`src/dout_func_pkg.sv`:
```
// Package with constants and types for the digital output function selector
package dout_func_pkg;

	// ==========================================================
	// Parameter addresses on the fieldbus
	localparam logic [15:0] ADDR_OUTPUT_TWO_FUNC = 16'h0716;
	localparam logic [15:0] ADDR_OUTPUT_THREE_FUNC = 16'h0718;

	// ==========================================================
	// Selector layout and factory value
	localparam int CODE_W = 16;
	localparam int NUM_OUTPUTS = 2;
	localparam logic [15:0] CODE_FACTORY = 16'h0001;

	// ==========================================================
	// Selector codes
	typedef enum logic [15:0] {
		FUNC_FREELY_AVAILABLE = 16'h0001,
		FUNC_NO_FAULT = 16'h0002,
		FUNC_OPERATION_ENABLED = 16'h0003,
		FUNC_IN_POS_WINDOW = 16'h0005,
		FUNC_IN_VEL_WINDOW = 16'h0006,
		FUNC_VELOCITY_LOW = 16'h0007,
		FUNC_CURRENT_LOW = 16'h0008,
		FUNC_HALT_ACK = 16'h0009,
		FUNC_STANDSTILL = 16'h000d,
		FUNC_SELECTED_ERROR = 16'h000e,
		FUNC_SELECTED_WARNING = 16'h0010
	} func_code_t;

	// ==========================================================
	// Power-up load sequencer
	typedef enum logic [1:0] {
		ST_LOAD_REQ = 2'b00,
		ST_LOAD_TAKE = 2'b01,
		ST_RUN = 2'b10
	} seq_state_t;

	function automatic logic code_is_valid(input logic [15:0] code);
		case (code)
			FUNC_FREELY_AVAILABLE, FUNC_NO_FAULT, FUNC_OPERATION_ENABLED,
			FUNC_IN_POS_WINDOW, FUNC_IN_VEL_WINDOW, FUNC_VELOCITY_LOW,
			FUNC_CURRENT_LOW, FUNC_HALT_ACK, FUNC_STANDSTILL,
			FUNC_SELECTED_ERROR, FUNC_SELECTED_WARNING: code_is_valid = 1'b1;
			default: code_is_valid = 1'b0;
		endcase
	endfunction : code_is_valid

endpackage : dout_func_pkg

```
`src/code_store_if.sv`:
```
// Interface between the selector logic and the persistent code store
`timescale 1ns/1ps
`default_nettype none
interface code_store_if #(
	parameter int DEPTH = 2,
	parameter int WIDTH = 16
);
	logic we;
	logic [$clog2(DEPTH)-1:0] waddr;
	logic [WIDTH-1:0] wdata;
	logic [$clog2(DEPTH)-1:0] raddr;
	logic [WIDTH-1:0] rdata;

	modport ctrl (output we, output waddr, output wdata, output raddr, input rdata);
	modport store (input we, input waddr, input wdata, input raddr, output rdata);
endinterface : code_store_if
`default_nettype wire

```
`src/code_store.sv`:
```
// Persistent store of the output selector codes, registered read port
`timescale 1ns/1ps
`default_nettype none
module code_store #(
	parameter int DEPTH = 2,
	parameter int WIDTH = 16,
	parameter logic [15:0] INIT = 16'h0001
) (
	// Clock
	input wire logic i_clk,
	// Access port
	code_store_if.store port
);

	// ==========================================================
	// Storage
	// No reset: the contents model non-volatile memory that survives power-up
	logic [WIDTH-1:0] mem_r [DEPTH];
	logic [WIDTH-1:0] rdata_r;

	initial begin
		for (int i = 0; i < DEPTH; i++) begin
			mem_r[i] = WIDTH'(INIT);
		end
	end

	always_ff @(posedge i_clk) begin
		if (port.we) begin
			mem_r[port.waddr] <= port.wdata;
		end
	end

	always_ff @(posedge i_clk) begin
		rdata_r <= mem_r[port.raddr];
	end

	assign port.rdata = rdata_r;

endmodule : code_store
`default_nettype wire

```
`src/digital_output_function_select.sv`:
```
// Function selection for two digital outputs of a servo drive
// Operation
// - Code 1 leaves the output unbound, driven by the free-use level input.
// - Code 2 drives the output while in ready-to-switch-on, switched-on or operation-enabled.
// - Code 3 drives the output only while in operation-enabled.
// - Code 5 drives the output while the position deviation is inside its window.
// - Code 6 drives the output while the velocity deviation is inside its window.
// - Code 7 drives the output while the motor velocity is below its threshold.
// - Code 8 drives the output while the motor current is below its threshold.
// - Code 9 drives the output to acknowledge a completed halt.
// - Code 13 drives the output while the motor is at standstill.
// - Code 14 drives the output while any selected error is active.
// - Code 16 drives the output while any selected warning is active.
// - A selector write is accepted only while the power stage is disabled.
// - A written code takes effect only at the next power-up; until then the old one stays.
// - Each selector is a 16-bit read/write persistent value at addresses 1814 and 1816.
`timescale 1ns/1ps
`default_nettype none
module digital_output_function_select #(
	parameter int NUM_OUT = dout_func_pkg::NUM_OUTPUTS,
	parameter int CODE_W = dout_func_pkg::CODE_W
) (
	// Clock and power-on reset
	input wire logic i_clk,
	input wire logic i_srst,
	// Parameter access
	input wire logic [15:0] i_par_addr,
	input wire logic i_par_wr,
	input wire logic i_par_rd,
	input wire logic [15:0] i_par_wdata,
	output logic o_par_ready,
	output logic o_par_ack,
	output logic o_par_err,
	output logic [15:0] o_par_rdata,
	// Drive status conditions
	input wire logic i_power_stage_en,
	input wire logic i_state_ready_to_switch_on,
	input wire logic i_state_switched_on,
	input wire logic i_state_operation_enabled,
	input wire logic i_in_pos_window,
	input wire logic i_in_vel_window,
	input wire logic i_velocity_low,
	input wire logic i_current_low,
	input wire logic i_halt_ack,
	input wire logic i_standstill,
	input wire logic i_selected_error,
	input wire logic i_selected_warning,
	// Free-use levels for outputs set to code 1
	input wire logic [NUM_OUT-1:0] i_free_level,
	// Output pins, bit 0 is output two, bit 1 output three
	output logic [NUM_OUT-1:0] o_digital_output,
	output logic [NUM_OUT-1:0] o_function_active
);

	// ==========================================================
	// Store and sequencer
	code_store_if #(.DEPTH(NUM_OUT), .WIDTH(CODE_W)) store_port ();

	code_store #(
		.DEPTH(NUM_OUT),
		.WIDTH(CODE_W),
		.INIT(dout_func_pkg::CODE_FACTORY)
	) u_store (
		.i_clk(i_clk),
		.port(store_port.store)
	);

	localparam int IDX_W = $clog2(NUM_OUT);

	dout_func_pkg::seq_state_t state_r;
	logic [IDX_W-1:0] load_idx_r;
	logic [CODE_W-1:0] active_code_r [NUM_OUT];

	// Power-up copies every stored code into the active set once
	always_ff @(posedge i_clk) begin
		if (i_srst) begin
			state_r <= dout_func_pkg::ST_LOAD_REQ;
			load_idx_r <= '0;
		end else begin
			case (state_r)
				dout_func_pkg::ST_LOAD_REQ: begin
					state_r <= dout_func_pkg::ST_LOAD_TAKE;
				end
				dout_func_pkg::ST_LOAD_TAKE: begin
					if (load_idx_r == IDX_W'(NUM_OUT - 1)) begin
						state_r <= dout_func_pkg::ST_RUN;
					end else begin
						load_idx_r <= load_idx_r + IDX_W'(1);
						state_r <= dout_func_pkg::ST_LOAD_REQ;
					end
				end
				default: begin
					state_r <= dout_func_pkg::ST_RUN;
				end
			endcase
		end
	end

	// Active codes change only at power-up, never on a write
	always_ff @(posedge i_clk) begin
		if (i_srst) begin
			for (int i = 0; i < NUM_OUT; i++) begin
				active_code_r[i] <= dout_func_pkg::CODE_FACTORY;
			end
		end else if (state_r == dout_func_pkg::ST_LOAD_TAKE) begin
			active_code_r[load_idx_r] <= store_port.rdata;
		end
	end

	// ==========================================================
	// Parameter access
	logic run;
	logic addr_hit;
	logic [IDX_W-1:0] addr_idx;
	logic wr_ok;
	logic rd_pend_r;

	assign run = (state_r == dout_func_pkg::ST_RUN);
	assign o_par_ready = run;

	always_comb begin
		addr_hit = 1'b0;
		addr_idx = '0;
		if (i_par_addr == dout_func_pkg::ADDR_OUTPUT_TWO_FUNC) begin
			addr_hit = 1'b1;
			addr_idx = IDX_W'(0);
		end else if (i_par_addr == dout_func_pkg::ADDR_OUTPUT_THREE_FUNC) begin
			addr_hit = 1'b1;
			addr_idx = IDX_W'(1);
		end
	end

	// A running power stage or an unlisted code refuses the write
	assign wr_ok = run && i_par_wr && addr_hit && !i_power_stage_en
		&& dout_func_pkg::code_is_valid(i_par_wdata);

	assign store_port.we = wr_ok;
	assign store_port.waddr = addr_idx;
	assign store_port.wdata = i_par_wdata;
	assign store_port.raddr = run ? addr_idx : load_idx_r;

	always_ff @(posedge i_clk) begin
		if (i_srst) begin
			o_par_ack <= 1'b0;
			o_par_err <= 1'b0;
			rd_pend_r <= 1'b0;
		end else begin
			o_par_ack <= run && (i_par_wr || i_par_rd);
			o_par_err <= run && (i_par_wr || i_par_rd) && !(i_par_wr ? wr_ok : addr_hit);
			rd_pend_r <= run && i_par_rd && !i_par_wr && addr_hit;
		end
	end

	// Reads show the stored code, which may differ from the active one
	always_comb begin
		o_par_rdata = 16'h0000;
		if (rd_pend_r) begin
			o_par_rdata = store_port.rdata;
		end
	end

	// ==========================================================
	// Output function mux
	logic no_fault;

	assign no_fault = i_state_ready_to_switch_on || i_state_switched_on
		|| i_state_operation_enabled;

	for (genvar g = 0; g < NUM_OUT; g++) begin : g_out
		logic level;
		logic bound;

		always_comb begin
			level = 1'b0;
			bound = 1'b1;
			case (active_code_r[g])
				dout_func_pkg::FUNC_FREELY_AVAILABLE: begin
					level = i_free_level[g];
					bound = 1'b0;
				end
				dout_func_pkg::FUNC_NO_FAULT: level = no_fault;
				dout_func_pkg::FUNC_OPERATION_ENABLED: level = i_state_operation_enabled;
				dout_func_pkg::FUNC_IN_POS_WINDOW: level = i_in_pos_window;
				dout_func_pkg::FUNC_IN_VEL_WINDOW: level = i_in_vel_window;
				dout_func_pkg::FUNC_VELOCITY_LOW: level = i_velocity_low;
				dout_func_pkg::FUNC_CURRENT_LOW: level = i_current_low;
				dout_func_pkg::FUNC_HALT_ACK: level = i_halt_ack;
				dout_func_pkg::FUNC_STANDSTILL: level = i_standstill;
				dout_func_pkg::FUNC_SELECTED_ERROR: level = i_selected_error;
				dout_func_pkg::FUNC_SELECTED_WARNING: level = i_selected_warning;
				default: begin
					level = 1'b0;
					bound = 1'b0;
				end
			endcase
		end

		// One register stage, no debounce or filter
		always_ff @(posedge i_clk) begin
			if (i_srst) begin
				o_digital_output[g] <= 1'b0;
				o_function_active[g] <= 1'b0;
			end else begin
				o_digital_output[g] <= level;
				o_function_active[g] <= bound;
			end
		end
	end

endmodule : digital_output_function_select
`default_nettype wire

```
`config.mk`:
```
export PLATFORM = sky130hd
export DESIGN_NAME = digital_output_function_select
export DESIGN_NICKNAME = d
export VERILOG_FILES = /design/src/dout_func_pkg.sv /design/src/code_store_if.sv /design/src/code_store.sv /design/src/digital_output_function_select.sv
export SDC_FILE = /design/constraint.sdc
export NUM_CORES = 1
export LEC_CHECK = 0
export BUFFER_PORTS_ARGS = -buffer_cell sky130_fd_sc_hd__buf_2
export CAP_MARGIN = 10
export CORE_MARGIN = 8
export CORE_UTILIZATION = 45
export CTS_CLUSTER_DIAMETER = 40
export CTS_CLUSTER_SIZE = 10
export DETAILED_ROUTE_END_ITERATION = 10
export HOLD_SLACK_MARGIN = 0.05
export PLACE_DENSITY = 0.74
export SLEW_MARGIN = 25
export SYNTH_ARGS = -nofsm -noshare
export SYNTH_HDL_FRONTEND = slang
export SYNTH_SLANG_ARGS = --single-unit
```
`constraint.sdc`:
```
create_clock -name i_clk -period 7.3 [get_ports i_clk]
set_input_delay 1.095 -clock i_clk [delete_from_list [all_inputs] [get_ports i_clk]]
set_output_delay 1.095 -clock i_clk [all_outputs]
set_load 0.02 [all_outputs]
```
==> metrics.md, run 1 <==
| Metric | Value |
|---|---|
| Clock share of power | a little over a third |
| Static Leak | about 1.7 nW |
| Max Cap Viol | 0 |
| FP Rows | 33 |
| Max Root-Sink Buffers | 2 |
| Die area | 11,400 sq um |
| Synth unique cells | 44 |
| Setup violators final | 0 |
| FF+latch count, synth | 90 |
| Main combinational cell family by area after synthesis | simple AND/OR/NAND/NOR gates |
| Routed WL per cell | roughly 15 um |
| Initial antenna violation count | 0 |
| Syn_nets | 323 |
| Max Slew Vio Count | 0 |
| Post-Place Cells | roughly 440 |
| Post-CTS setup buffers | 0 |
| Final Hold Vio Count | 0 |
| Worst Clk Skew | around 9 ps |
| Switching fraction of total power | 23.3% |
| Synth Area in Simple Gates | 18.2% |
| Share of async-settable or async-resettable flops after synthesis | 0% |
| Data required, critical path | 7370 ps |
| Share of post-route cells with drive strength above 1 | 34.0% |
| Worst Tran Pin Value | 727 ps |
| Critical path launch point type | input port |
| Critical Path End Type | flip-flop |
| Final wirelength | approximately 6800 um |
| R2r setup slk | 5000 ps |
| P_sw | 0.234 mW |
| CTS tree | yes |
| Vias | 2,308 |
| Clock transition at path regs | 100 ps |
| Total grt overflow | 0 |
| Area delta synth->final | 18.4% |
| Clock sinks | 90 |
| Final worst path period share | 44.9% |
| GRT Resource Usage Total | 12.2% |
| Sequential share of power | 57.7% |
| # DRC | 0 |
| CTS H-tree lvls | 3 |
| Num CTS Buffers | 9 |
| Crit path kind | input port to flip-flop |
| Most used DFF post-synth | edfxtp_1 |
| I/O pin total | 73 |
| Final antenna-violating net count | 0 |
| Avg Inst Size Synth | 13.6 sq um |
| Vias in the first global route | 2,447 |
| Dpl ws | 3650 ps |
| # nets final | 399 |
| Core Box Area | 8090 sq um |
| XOR/XNOR Fraction of Synth Area | 0% |
| Gpl congestion | a little under 0.8 |
| Register area share after synthesis | around two thirds |
| Comb pwr share | under 10% |
| Synth warn | 0 |
| Synth Cell Area | 3700 sq um |
| Sum of negative setup slack | 0 ps |
| FMAX | 305 MHz |
| Initial Util | 45.7% |
| Worst setup margin | ~4000 ps |
| Hold_buf cts | 0 |
| # port buffers | 72 |
| Post-synthesis mux area share | 7.64% |
| Fraction of the mapped netlist area in adder cells | 0.338% |
| Cell Int Power | between 0.7 and 0.8 mW |
| Final min period | 3280 ps |
| Post_cts resized | 0 |
| Die H | ~110 um |
| Cell count after synthesis | 272 |
| Hold Slack | 467 ps |
| DP Wirelength | 5240 um |
| Root buffer cell | clkbuf_8 |
| First-iteration detailed-routing DRC count | 70 |
| Vias/cell | 5.04 |
| WP data arrival | between 3000 and 4000 ps |
| Outcome | finished, final reports clean |
| Compound-Gate Fraction of Synth Area | around 5.6% |
| Power density cells | 229 nW/um^2 |
| Max-Slew Margin vs Limit | around half |
| Crit-path max FO | 9 |
| Global-route wire length before repair | between 10,000 and 15,000 um |
| Largest net degree at the start of global routing | 19 |
| First-pass DRT Iterations | 4 |
| Clk_lat worst skew | 360 ps |
| Post-synth EDFFs | 64 |
| Peak supply drop | between 0.0001 and 0.00015 V |
| # diodes | 0 |
| RSZ-0062 raised after global routing | false |
| Fin cells | between 400 and 500 |
| HP Class | flip-flop to flip-flop |
| Die Span X | about 110 um |
cell families (layout without fill, tap and decap cells):
logic type	count (synthesis)	after routing
mux	21	21
buf+inv	17	98
simple gates	113	113
flops	90	90
compound gates	30	30
fa+ha+maj	1	1
final timing paths:
kind                                            from                     end  depth (start not counted)
worst max-delay path                 i_par_wdata[10]     u_store.mem_r[0][7]                          6
worst min-delay path            u_store.mem_r[1][14]  u_store.port.rdata[14]                          1
worst min register to register  u_store.mem_r[1][14]  u_store.port.rdata[14]                          1
worst max register to register            state_r[0]     u_store.mem_r[0][7]                          5
synth_stat cells (2+ instances only):
cell type / n / area share [%]
nor2_1: 9 / 0.91
nand4b_1: 2 / 0.47
and3_1: 2 / 0.34
nor4_1: 13 / 2.2
or2_2: 2 / 0.34
a31oi_1: 3 / 0.51
inv_1: 7 / 0.71
a21oi_1: 7 / 0.95
dfxtp_1: 26 / 14
nand3_1: 6 / 0.81
mux2_4: 10 / 4.1
and2_1: 47 / 7.9
clkbuf_1: 9 / 0.91
edfxtp_1: 64 / 52
mux2i_1: 2 / 0.54
nand3b_1: 2 / 0.41
nor2b_1: 3 / 0.51
a211oi_1: 2 / 0.41
nor3_1: 7 / 0.95
mux2_2: 8 / 2.4
nand2_1: 8 / 0.81
nand2b_1: 5 / 0.85
a311oi_1: 2 / 0.47
o21ai_0: 6 / 0.81
layout by cell type (no fill, tap or decap), types with 2 or more instances in the layout:
cell type	count
nand2b_1	5
inv_8	3
nand3b_1	2
a31oi_1	3
a211oi_1	2
clkbuf_8	9
nor2b_1	3
mux2_2	8
nor4_1	13
mux2_4	10
inv_1	7
nor2_1	9
and3_1	2
buf_2	72
dfxtp_1	26
or2_2	2
edfxtp_1	64
and2_1	47
nand3_1	6
inv_6	2
nand4b_1	2
nor3_1	7
buf_4	3
a21oi_1	7
o21ai_0	5
nand2_1	8
mux2i_1	2
worst max-delay path: stages:
cell and delay (ps):
buf_2 110, or4b_2 660, nor4_1 280, o2111ai_1 230
a311oi_2 690, buf_4 290
final cells by class:
class	count	area [sq um]
Clock buffer	9	124
Tap cell	105	131
Inverter	7	26.3
Sequential cell	90	2440
Timing Repair Buffer	75	383
Clock inverter	7	90.1
Multi-Input combinational cell	165	1180
Fill cell	699	3710
metrics by stage:
| stage | power (mW) | utilization [%] | area (sq um) |
|---|---|---|---|
| final | 1.00 | 54.1 | 4380 |
| after CTS | 1.01 | 54.1 | 4380 |
| after global placement | 0.658 | 51.5 | 4170 |
| after detailed placement | 0.660 | 51.5 | 4170 |
| after floorplan | 0.633 | - | 3700 |
| after global routing | 1.04 | 54.1 | 4380 |
per-layer routing:
| metal | track usage (%) | wire length (um) |
|---|---|---|
| met5 | 0 | 0 |
| met4 | 6.93 | 198 |
| met3 | 4.14 | 565 |
| met2 | 20.0 | 3120 |
| met1 | 13.8 | 2890 |
power groups by stage:
stage          Sequential [mW]  Combinational, mW  Clock [mW]
6_report                 0.579             0.0692       0.355
5_1_grt                  0.582             0.0767       0.381
4_1_cts                  0.579             0.0697       0.362
3_5_place_dp             0.591             0.0694           0
3_3_place_gp             0.590             0.0680           0
2_1_floorplan            0.585             0.0483           0
flip-flops by register name (all words and copies together) (netlist names):
name and cells:
o_par_ack 1, o_function_active 2, u_store.mem_r 32, rd_pend_r 1, load_idx_r 1, u_store.port.rdata 16, active_code_r 32, o_par_err 1
state_r 2, o_digital_output 2
Note: power is estimated with default switching activity, not from simulation.
==> run 2, diff against run 1 <==
ABC_AREA = 1   (was unset)
clock period = 3.1 ns   (was 7.3 ns; I/O delays follow)
==> metrics.md, run 2 <==
| Metric | Value |
|---|---|
| Outcome | finished, final reports clean (unchanged) |
| First-iteration detailed-routing DRC count | 148 (was 70) |
| CTS H-tree lvls | 3 (unchanged) |
| # diodes | 0 (unchanged) |
| Worst Clk Skew | 9.83 ps (was 9.16 ps) |
| Static Leak | 2.27 nW (was 1.75 nW) |
| CTS tree | yes (unchanged) |
| Top cells by area, synth | edfxtp_1 47%, dfxtp_1 13%, nand2_1 9.0% (was edfxtp_1 52%, dfxtp_1 14%, and2_1 7.9%) |
| HP Class | input port to flip-flop (was flip-flop to flip-flop) |
| Synth unique cells | 27 (was 44) |
| # port buffers | 72 (unchanged) |
| Critical Path End Type | flip-flop (unchanged) |
| Largest net degree at the start of global routing | 33 (was 19) |
| Most used DFF post-synth | edfxtp_1 (unchanged) |
| Final antenna-violating net count | 0 (unchanged) |
| Clock transition at path regs | 90 ps (was 100 ps) |
| Final wirelength | 8210 um (was 6770 um) |
| Clock sinks | 90 (unchanged) |
| Commonest non-fill, non-tap cell in the layout | nand2_1 (was buf_2) |
| FF+latch count, synth | 90 (unchanged) |
| Hold_buf cts | 0 (unchanged) |
| Leading area contributor after synthesis | edfxtp_1 (unchanged) |
| Root buffer cell | clkbuf_8 (unchanged) |
| Die Span X | 111 um (was 107 um) |
| Vias in the first global route | 3,051 (was 2,447) |
| Share of post-route cells with drive strength above 1 | 19.6% (was 34.0%) |
| Seq. cell area | 2440 sq um (unchanged) |
| Initial antenna violation count | 0 (unchanged) |
| Die H | 111 um (was 107 um) |
| Fill cell count | 809 (was 699) |
| Placed cell area | 4510 sq um (was 4170 sq um) |
| Data required, critical path | 3160 ps (was 7370 ps) |
| Vias | 3,077 (was 2,308) |
| Post-CTS setup buffers | 0 (unchanged) |
| Register area share after synthesis | 60.1% (was 66.0%) |
| Final min period | between 2000 and 2500 ps |
| Core Box Area | 8760 sq um (was 8090 sq um) |
| Peak supply drop | 0.000395 V (was 0.000107 V) |
| Post_cts resized | 0 (unchanged) |
| Setup violators final | 0 (unchanged) |
| FMAX | ~450 MHz |
| Total grt overflow | 0 (unchanged) |
| Max Slew Vio Count | 0 (unchanged) |
| Routed WL per cell | 12.6 um (was 14.8 um) |
| Vias/cell | 4.74 (was 5.04) |
| FP Rows | 34 (was 33) |
| Synth Cell Area | 4070 sq um (was 3700 sq um) |
| I/O pin total | 73 (unchanged) |
| # nets final | 587 (was 399) |
| Critical path launch point type | flip-flop (was input port) |
| DP Wirelength | 6340 um (was 5240 um) |
| Area delta synth->final | 16.2% (was 18.4%) |
| # DRC | 0 (unchanged) |
| Crit-path max FO | 11 (was 9) |
| Synth top cells by count | 97 x nand2_1, 96 x nor2_1, 74 x inv_1 (was 64 x edfxtp_1, 47 x and2_1, 26 x dfxtp_1) |
| Clk_lat worst skew | 350 ps (was 360 ps) |
| Syn_nets | 513 (was 323) |
| Post-synth EDFFs | 64 (unchanged) |
| Synth top area share | 47.3% (was 51.9%) |
| Max Root-Sink Buffers | 2 (unchanged) |
| Design Area, Final | 4720 sq um (was 4380 sq um) |
| Final worst path period share | 71.3% |
| RSZ-0062 raised after global routing | false (unchanged) |
| R2r setup slk | 890 ps (was 5000 ps) |
| WP data arrival | 2270 ps (was 3350 ps) |
| Num CTS Buffers | 9 (unchanged) |
| Cell count after synthesis | 462 (was 272) |
| Gpl congestion | 0.811 (was 0.773) |
| Multi-input logic area | 1280 sq um (was 1180 sq um) |
| GRT Resource Usage Total | 13.4% (was 12.2%) |
| Final Hold Vio Count | 0 (unchanged) |
| Most frequent cells in the layout | 97 x nand2_1, 96 x nor2_1, 74 x inv_1 (was 72 x buf_2, 64 x edfxtp_1, 47 x and2_1) |
| Power density cells | 508 nW/um^2 (was 229 nW/um^2) |
| Die area | 12,300 sq um (was 11,400 sq um) |
| Sum of negative setup slack | 0 ps (unchanged) |
| Max Cap Viol | 0 (unchanged) |
| Avg Inst Size Synth | 8.80 sq um (was 13.6 sq um) |
| Crit path kind | flip-flop to flip-flop (was input port to flip-flop) |
| Global-route wire length before repair | 13,700 um (was 11,200 um) |
| First-pass DRT Iterations | 4 (unchanged) |
| Initial Util | 46.4% (was 45.7%) |
| Worst Tran Pin Value | 671 ps (was 727 ps) |
| Most frequent cell after synthesis | nand2_1 (was edfxtp_1) |
| Synth warn | 0 (unchanged) |
| Share of async-settable or async-resettable flops after synthesis | 0% (unchanged) |
| Max-Slew Margin vs Limit | 55.1% (was 51.5%) |
## run 2: cell count changes after synthesis, moves of 7 or more
cell      previous run  this run
and2_1              47         2
clkbuf_1             9         2
inv_1                7        74
mux2_2               8         0
mux2_4              10         0
nand2_1              8        97
nand3_1              6        34
nand4_1              1         9
nor2_1               9        96
nor4_1              13         2
o21ai_0              6        13
o21ai_1              0         8
## run 2: routing by layer
| metal | wire [um] | track usage [%] |
|---|---|---|
| met4 | 82 | 4.36 |
| met3 | 488 | 4.60 |
| met2 | 3930 | 22.2 |
| met1 | 3710 | 15.9 |
| met5 | 0 | 0 |
## run 2: area by class of cell
type / count / area share, %
Clock buffer: 9 / 2.62
Clock inverter: 7 / 1.78
Inverter: 76 / 6.04
Multi-Input combinational cell: 285 / 27.0
Sequential cell: 90 / 51.7
Tap cell: 108 / 2.86
Timing Repair Buffer: 74 / 7.95
## run 2: report_power, final
group	internal (mW)	switching, mW	leakage [nW]	total [mW]
registers	1.34	0.0288	0.831	1.37
logic	0.0622	0.132	1.34	0.194
clock network	0.390	0.441	0.103	0.831
## run 2: cells by family (layout without fill, tap and decap cells)
kind of cell               Yosys count  after routing  synth area share (%)
AOI/OAI and AO/OA                   25             25                  3.17
buffers and inverters               87            166                  8.83
and+or+nand+nor                    259            259                  27.6
adders and majority gates            1              1                 0.308
DFF                                 90             90                  60.1
## run 2: path summary, 6_finish.rpt
check                               end           startpoint  cells after the start
setup reg to reg   u_store.mem_r[1][12]           state_r[1]                      7
hold reg to reg   u_store.port.rdata[9]  u_store.mem_r[0][9]                      2
setup / recovery   u_store.mem_r[1][12]           state_r[1]                      7
hold / removal      u_store.mem_r[1][9]       i_par_wdata[9]                      1
## run 2: stage by stage
step	worst slack, ps	hold WS (ps)	total power [mW]	instances	util [%]
after floorplan	497	414	1.52	462	-
after global routing	638	278	2.50	649	53.9
after global placement	803	426	1.59	633	51.4
after CTS	888	290	2.42	649	53.8
after detailed placement	805	439	1.59	633	51.4
final	890	309	2.40	649	53.9
## run 2: critical path: stages, from the launching register on
cell     delay, ps
dfxtp_1        360
inv_2           60
nor2_4         160
nand2_1        120
nor4_1         310
nand3_1        200
nor2_1         410
buf_4          290
==> run 3, diff against run 2 <==
clock period = 2.21 ns   (was 3.1 ns; I/O delays follow)
==> metrics.md, run 3 (same netlist as run 2, synthesis figures left out) <==
| Metric | Value |
|---|---|
| Core Util, Final | 54.0% (was 53.9%) |
| Commonest non-fill, non-tap cell in the layout | nand2_1 (unchanged) |
| Crit-path slowest cell | dfxtp_1 (was nor2_1) |
| Max Slew Vio Count | 0 (unchanged) |
| Cell Chain, Critical Path | inv_2 > nor2_4 > nand2_1 > nor4_1 > nand3_1 > nor3_2 > buf_4 (was inv_2 > nor2_4 > nand2_1 > nor4_1 > nand3_1 > nor2_1 > buf_4) |
| Routed WL per cell | 11.8 um (was 12.6 um) |
| Final min period | 1960 ps (was 2210 ps) |
| DP Wirelength | 5990 um (was 6340 um) |
| Outcome | finished, final reports clean (unchanged) |
| M2 GR Usage | 20.5% (was 22.2%) |
| Power density cells | 690 nW/um^2 (was 508 nW/um^2) |
| Crit-path max FO | 16 (was 11) |
| Initial antenna violation count | 0 (unchanged) |
| Clk_lat worst skew | 360 ps (was 350 ps) |
| Post-CTS setup buffers | 0 (unchanged) |
| CTS H-tree lvls | 3 (unchanged) |
| Static Leak | 2.29 nW (was 2.27 nW) |
| Hold Startpoint | i_par_wdata[9] (unchanged) |
| Core Box Area | 8760 sq um (unchanged) |
| Gpl congestion | 0.859 (was 0.811) |
| Crit path kind | flip-flop to flip-flop (unchanged) |
| WP data arrival | 2010 ps (was 2270 ps) |
| First-iteration detailed-routing DRC count | 273 (was 148) |
| I/O pin total | 73 (unchanged) |
| Layer with the highest usage | met2 (unchanged) |
| Setup violators final | 0 (unchanged) |
| Critical Path End Type | flip-flop (unchanged) |
| Met3 GRT Util | 4.82% (was 4.60%) |
| Multi-input logic area | 1280 sq um (unchanged) |
| Share of post-route cells with drive strength above 1 | 20.0% (was 19.6%) |
| Most frequent cells in the layout | 97 x nand2_1, 96 x nor2_1, 74 x inv_1 (unchanged) |
| Max Cap Viol | 0 (unchanged) |
| Die H | 111 um (unchanged) |
| # port buffers | 72 (unchanged) |
| Initial Util | 46.4% (unchanged) |
| Peak supply drop | 0.000425 V (was 0.000395 V) |
| Post_cts resized | 0 (unchanged) |
| Worst r2r src | state_r[1] (unchanged) |
| Num CTS Buffers | 9 (unchanged) |
| Final wirelength | 7690 um (was 8210 um) |
| Worst Clk Skew | 10.4 ps (was 9.83 ps) |
| # DRC | 0 (unchanged) |
| RSZ-0062 raised after global routing | false (unchanged) |
| Root buffer cell | clkbuf_8 (unchanged) |
| First-pass DRT Iterations | 5 (was 4) |
| Clock sinks | 90 (unchanged) |
| HP Class | input port to flip-flop (unchanged) |
| Max-Slew Margin vs Limit | 55.3% (was 55.1%) |
| Largest net degree at the start of global routing | 33 (unchanged) |
| Worst Reg2Reg Path Length in Cells | 7 (unchanged) |
| Die Span X | 111 um (unchanged) |
| Vias/cell | 4.71 (was 4.74) |
| CTS tree | yes (unchanged) |
| Final worst path period share | 88.5% (was 71.3%) |
| GRT Resource Usage Total | 12.6% (was 13.4%) |
| Hold Path End | u_store.mem_r[1][9] (unchanged) |
| GRT met1 Usage | 14.8% (was 15.9%) |
| R2r setup slk | 250 ps (was 890 ps) |
| Total grt overflow | 0 (unchanged) |
| Sum of negative setup slack | 0 ps (unchanged) |
| Clock transition at path regs | 100 ps (was 90 ps) |
| Critical path launch point type | flip-flop (unchanged) |
| Hold depth | 1 (unchanged) |
| Die area | 12,300 sq um (unchanged) |
| Reg2reg end | u_store.mem_r[0][6] (was u_store.mem_r[1][12]) |
| Worst Tran Pin Value | 667 ps (was 671 ps) |
| # nets final | 590 (was 587) |
| Final Hold Vio Count | 0 (unchanged) |
| Final antenna-violating net count | 0 (unchanged) |
| # diodes | 0 (unchanged) |
| Fill cell count | 816 (was 809) |
| Vias | 3,074 (was 3,077) |
| Seq. cell area | 2440 sq um (unchanged) |
| Global-route wire length before repair | 12,900 um (was 13,700 um) |
| FP Rows | 34 (unchanged) |
| Max Root-Sink Buffers | 2 (unchanged) |
| Hold_buf cts | 0 (unchanged) |
| FMAX | 511 MHz (was 452 MHz) |
| Data required, critical path | 2270 ps (was 3160 ps) |
| Max incr delay on CP | 360 ps (was 410 ps) |
| Area delta synth->final | 16.4% (was 16.2%) |
| Vias in the first global route | 2,906 (was 3,051) |
[run 3: cell count changes in the layout (fill, tap and decap cells not counted)]
cell / before / now
clkinv_8: 0 / 1
inv_8: 1 / 2
bufinv_16: 1 / 0
clkinv_2: 0 / 1
clkinvlp_4: 1 / 0
buf_4: 2 / 5
inv_6: 4 / 3
[run 3: worst max path at each step]
stage                                from              endpoint  slack (ps)  cells past startpoint
final                          state_r[1]   u_store.mem_r[0][6]         250                      7
after global routing           state_r[1]   u_store.mem_r[0][0]          60                      7
after global placement    i_par_wdata[10]  u_store.mem_r[1][10]         340                      7
after detailed placement  i_par_wdata[10]  u_store.mem_r[0][10]         260                      7
after CTS                      state_r[1]   u_store.mem_r[0][0]         260                      7
after floorplan                state_r[1]   u_store.mem_r[1][0]          80                      6
[run 3: metal layers]
metal | up-vias | part of all wire (%)
li1 | 1624 | -
met1 | 1340 | 45
met2 | 101 | 46
met3 | 9 | 8.1
met4 | 0 | 0.88
met5 | - | 0
[run 3: cell type report]
cell class	instances	share of cell area [%]
clock buffer	9	2.62
clock inverter	7	1.48
inverter	76	6.03
multi-input combinational	285	27.0
sequential	90	51.6
tap	108	2.86
timing repair buffer	77	8.41
[run 3: stage by stage]
| stage | area, sq um | worst slack, ps | total power, mW | std cells | hold slack [ps] |
|---|---|---|---|---|---|
| after global placement | 4530 | 338 | 2.22 | 636 | 426 |
| final | 4730 | 254 | 3.26 | 652 | 162 |
| after CTS | 4720 | 261 | 3.29 | 652 | 144 |
| after global routing | 4730 | 60.3 | 3.41 | 652 | 141 |
| after floorplan | 4070 | 80.9 | 2.14 | 462 | 401 |
| after detailed placement | 4530 | 258 | 2.23 | 636 | 432 |
[run 3: critical path, delay by kind of cell, from the launching register on]
family,cells,cell delay [ps]
buf+inv,2,320
flops,1,360
simple gates,5,970
[run 3: power by group]
group	internal (mW)	leakage (nW)	total (mW)	switching, mW
sequential	1.89	0.831	1.92	0.0383
clock	0.443	0.101	1.07	0.626
combinational	0.0907	1.36	0.271	0.180
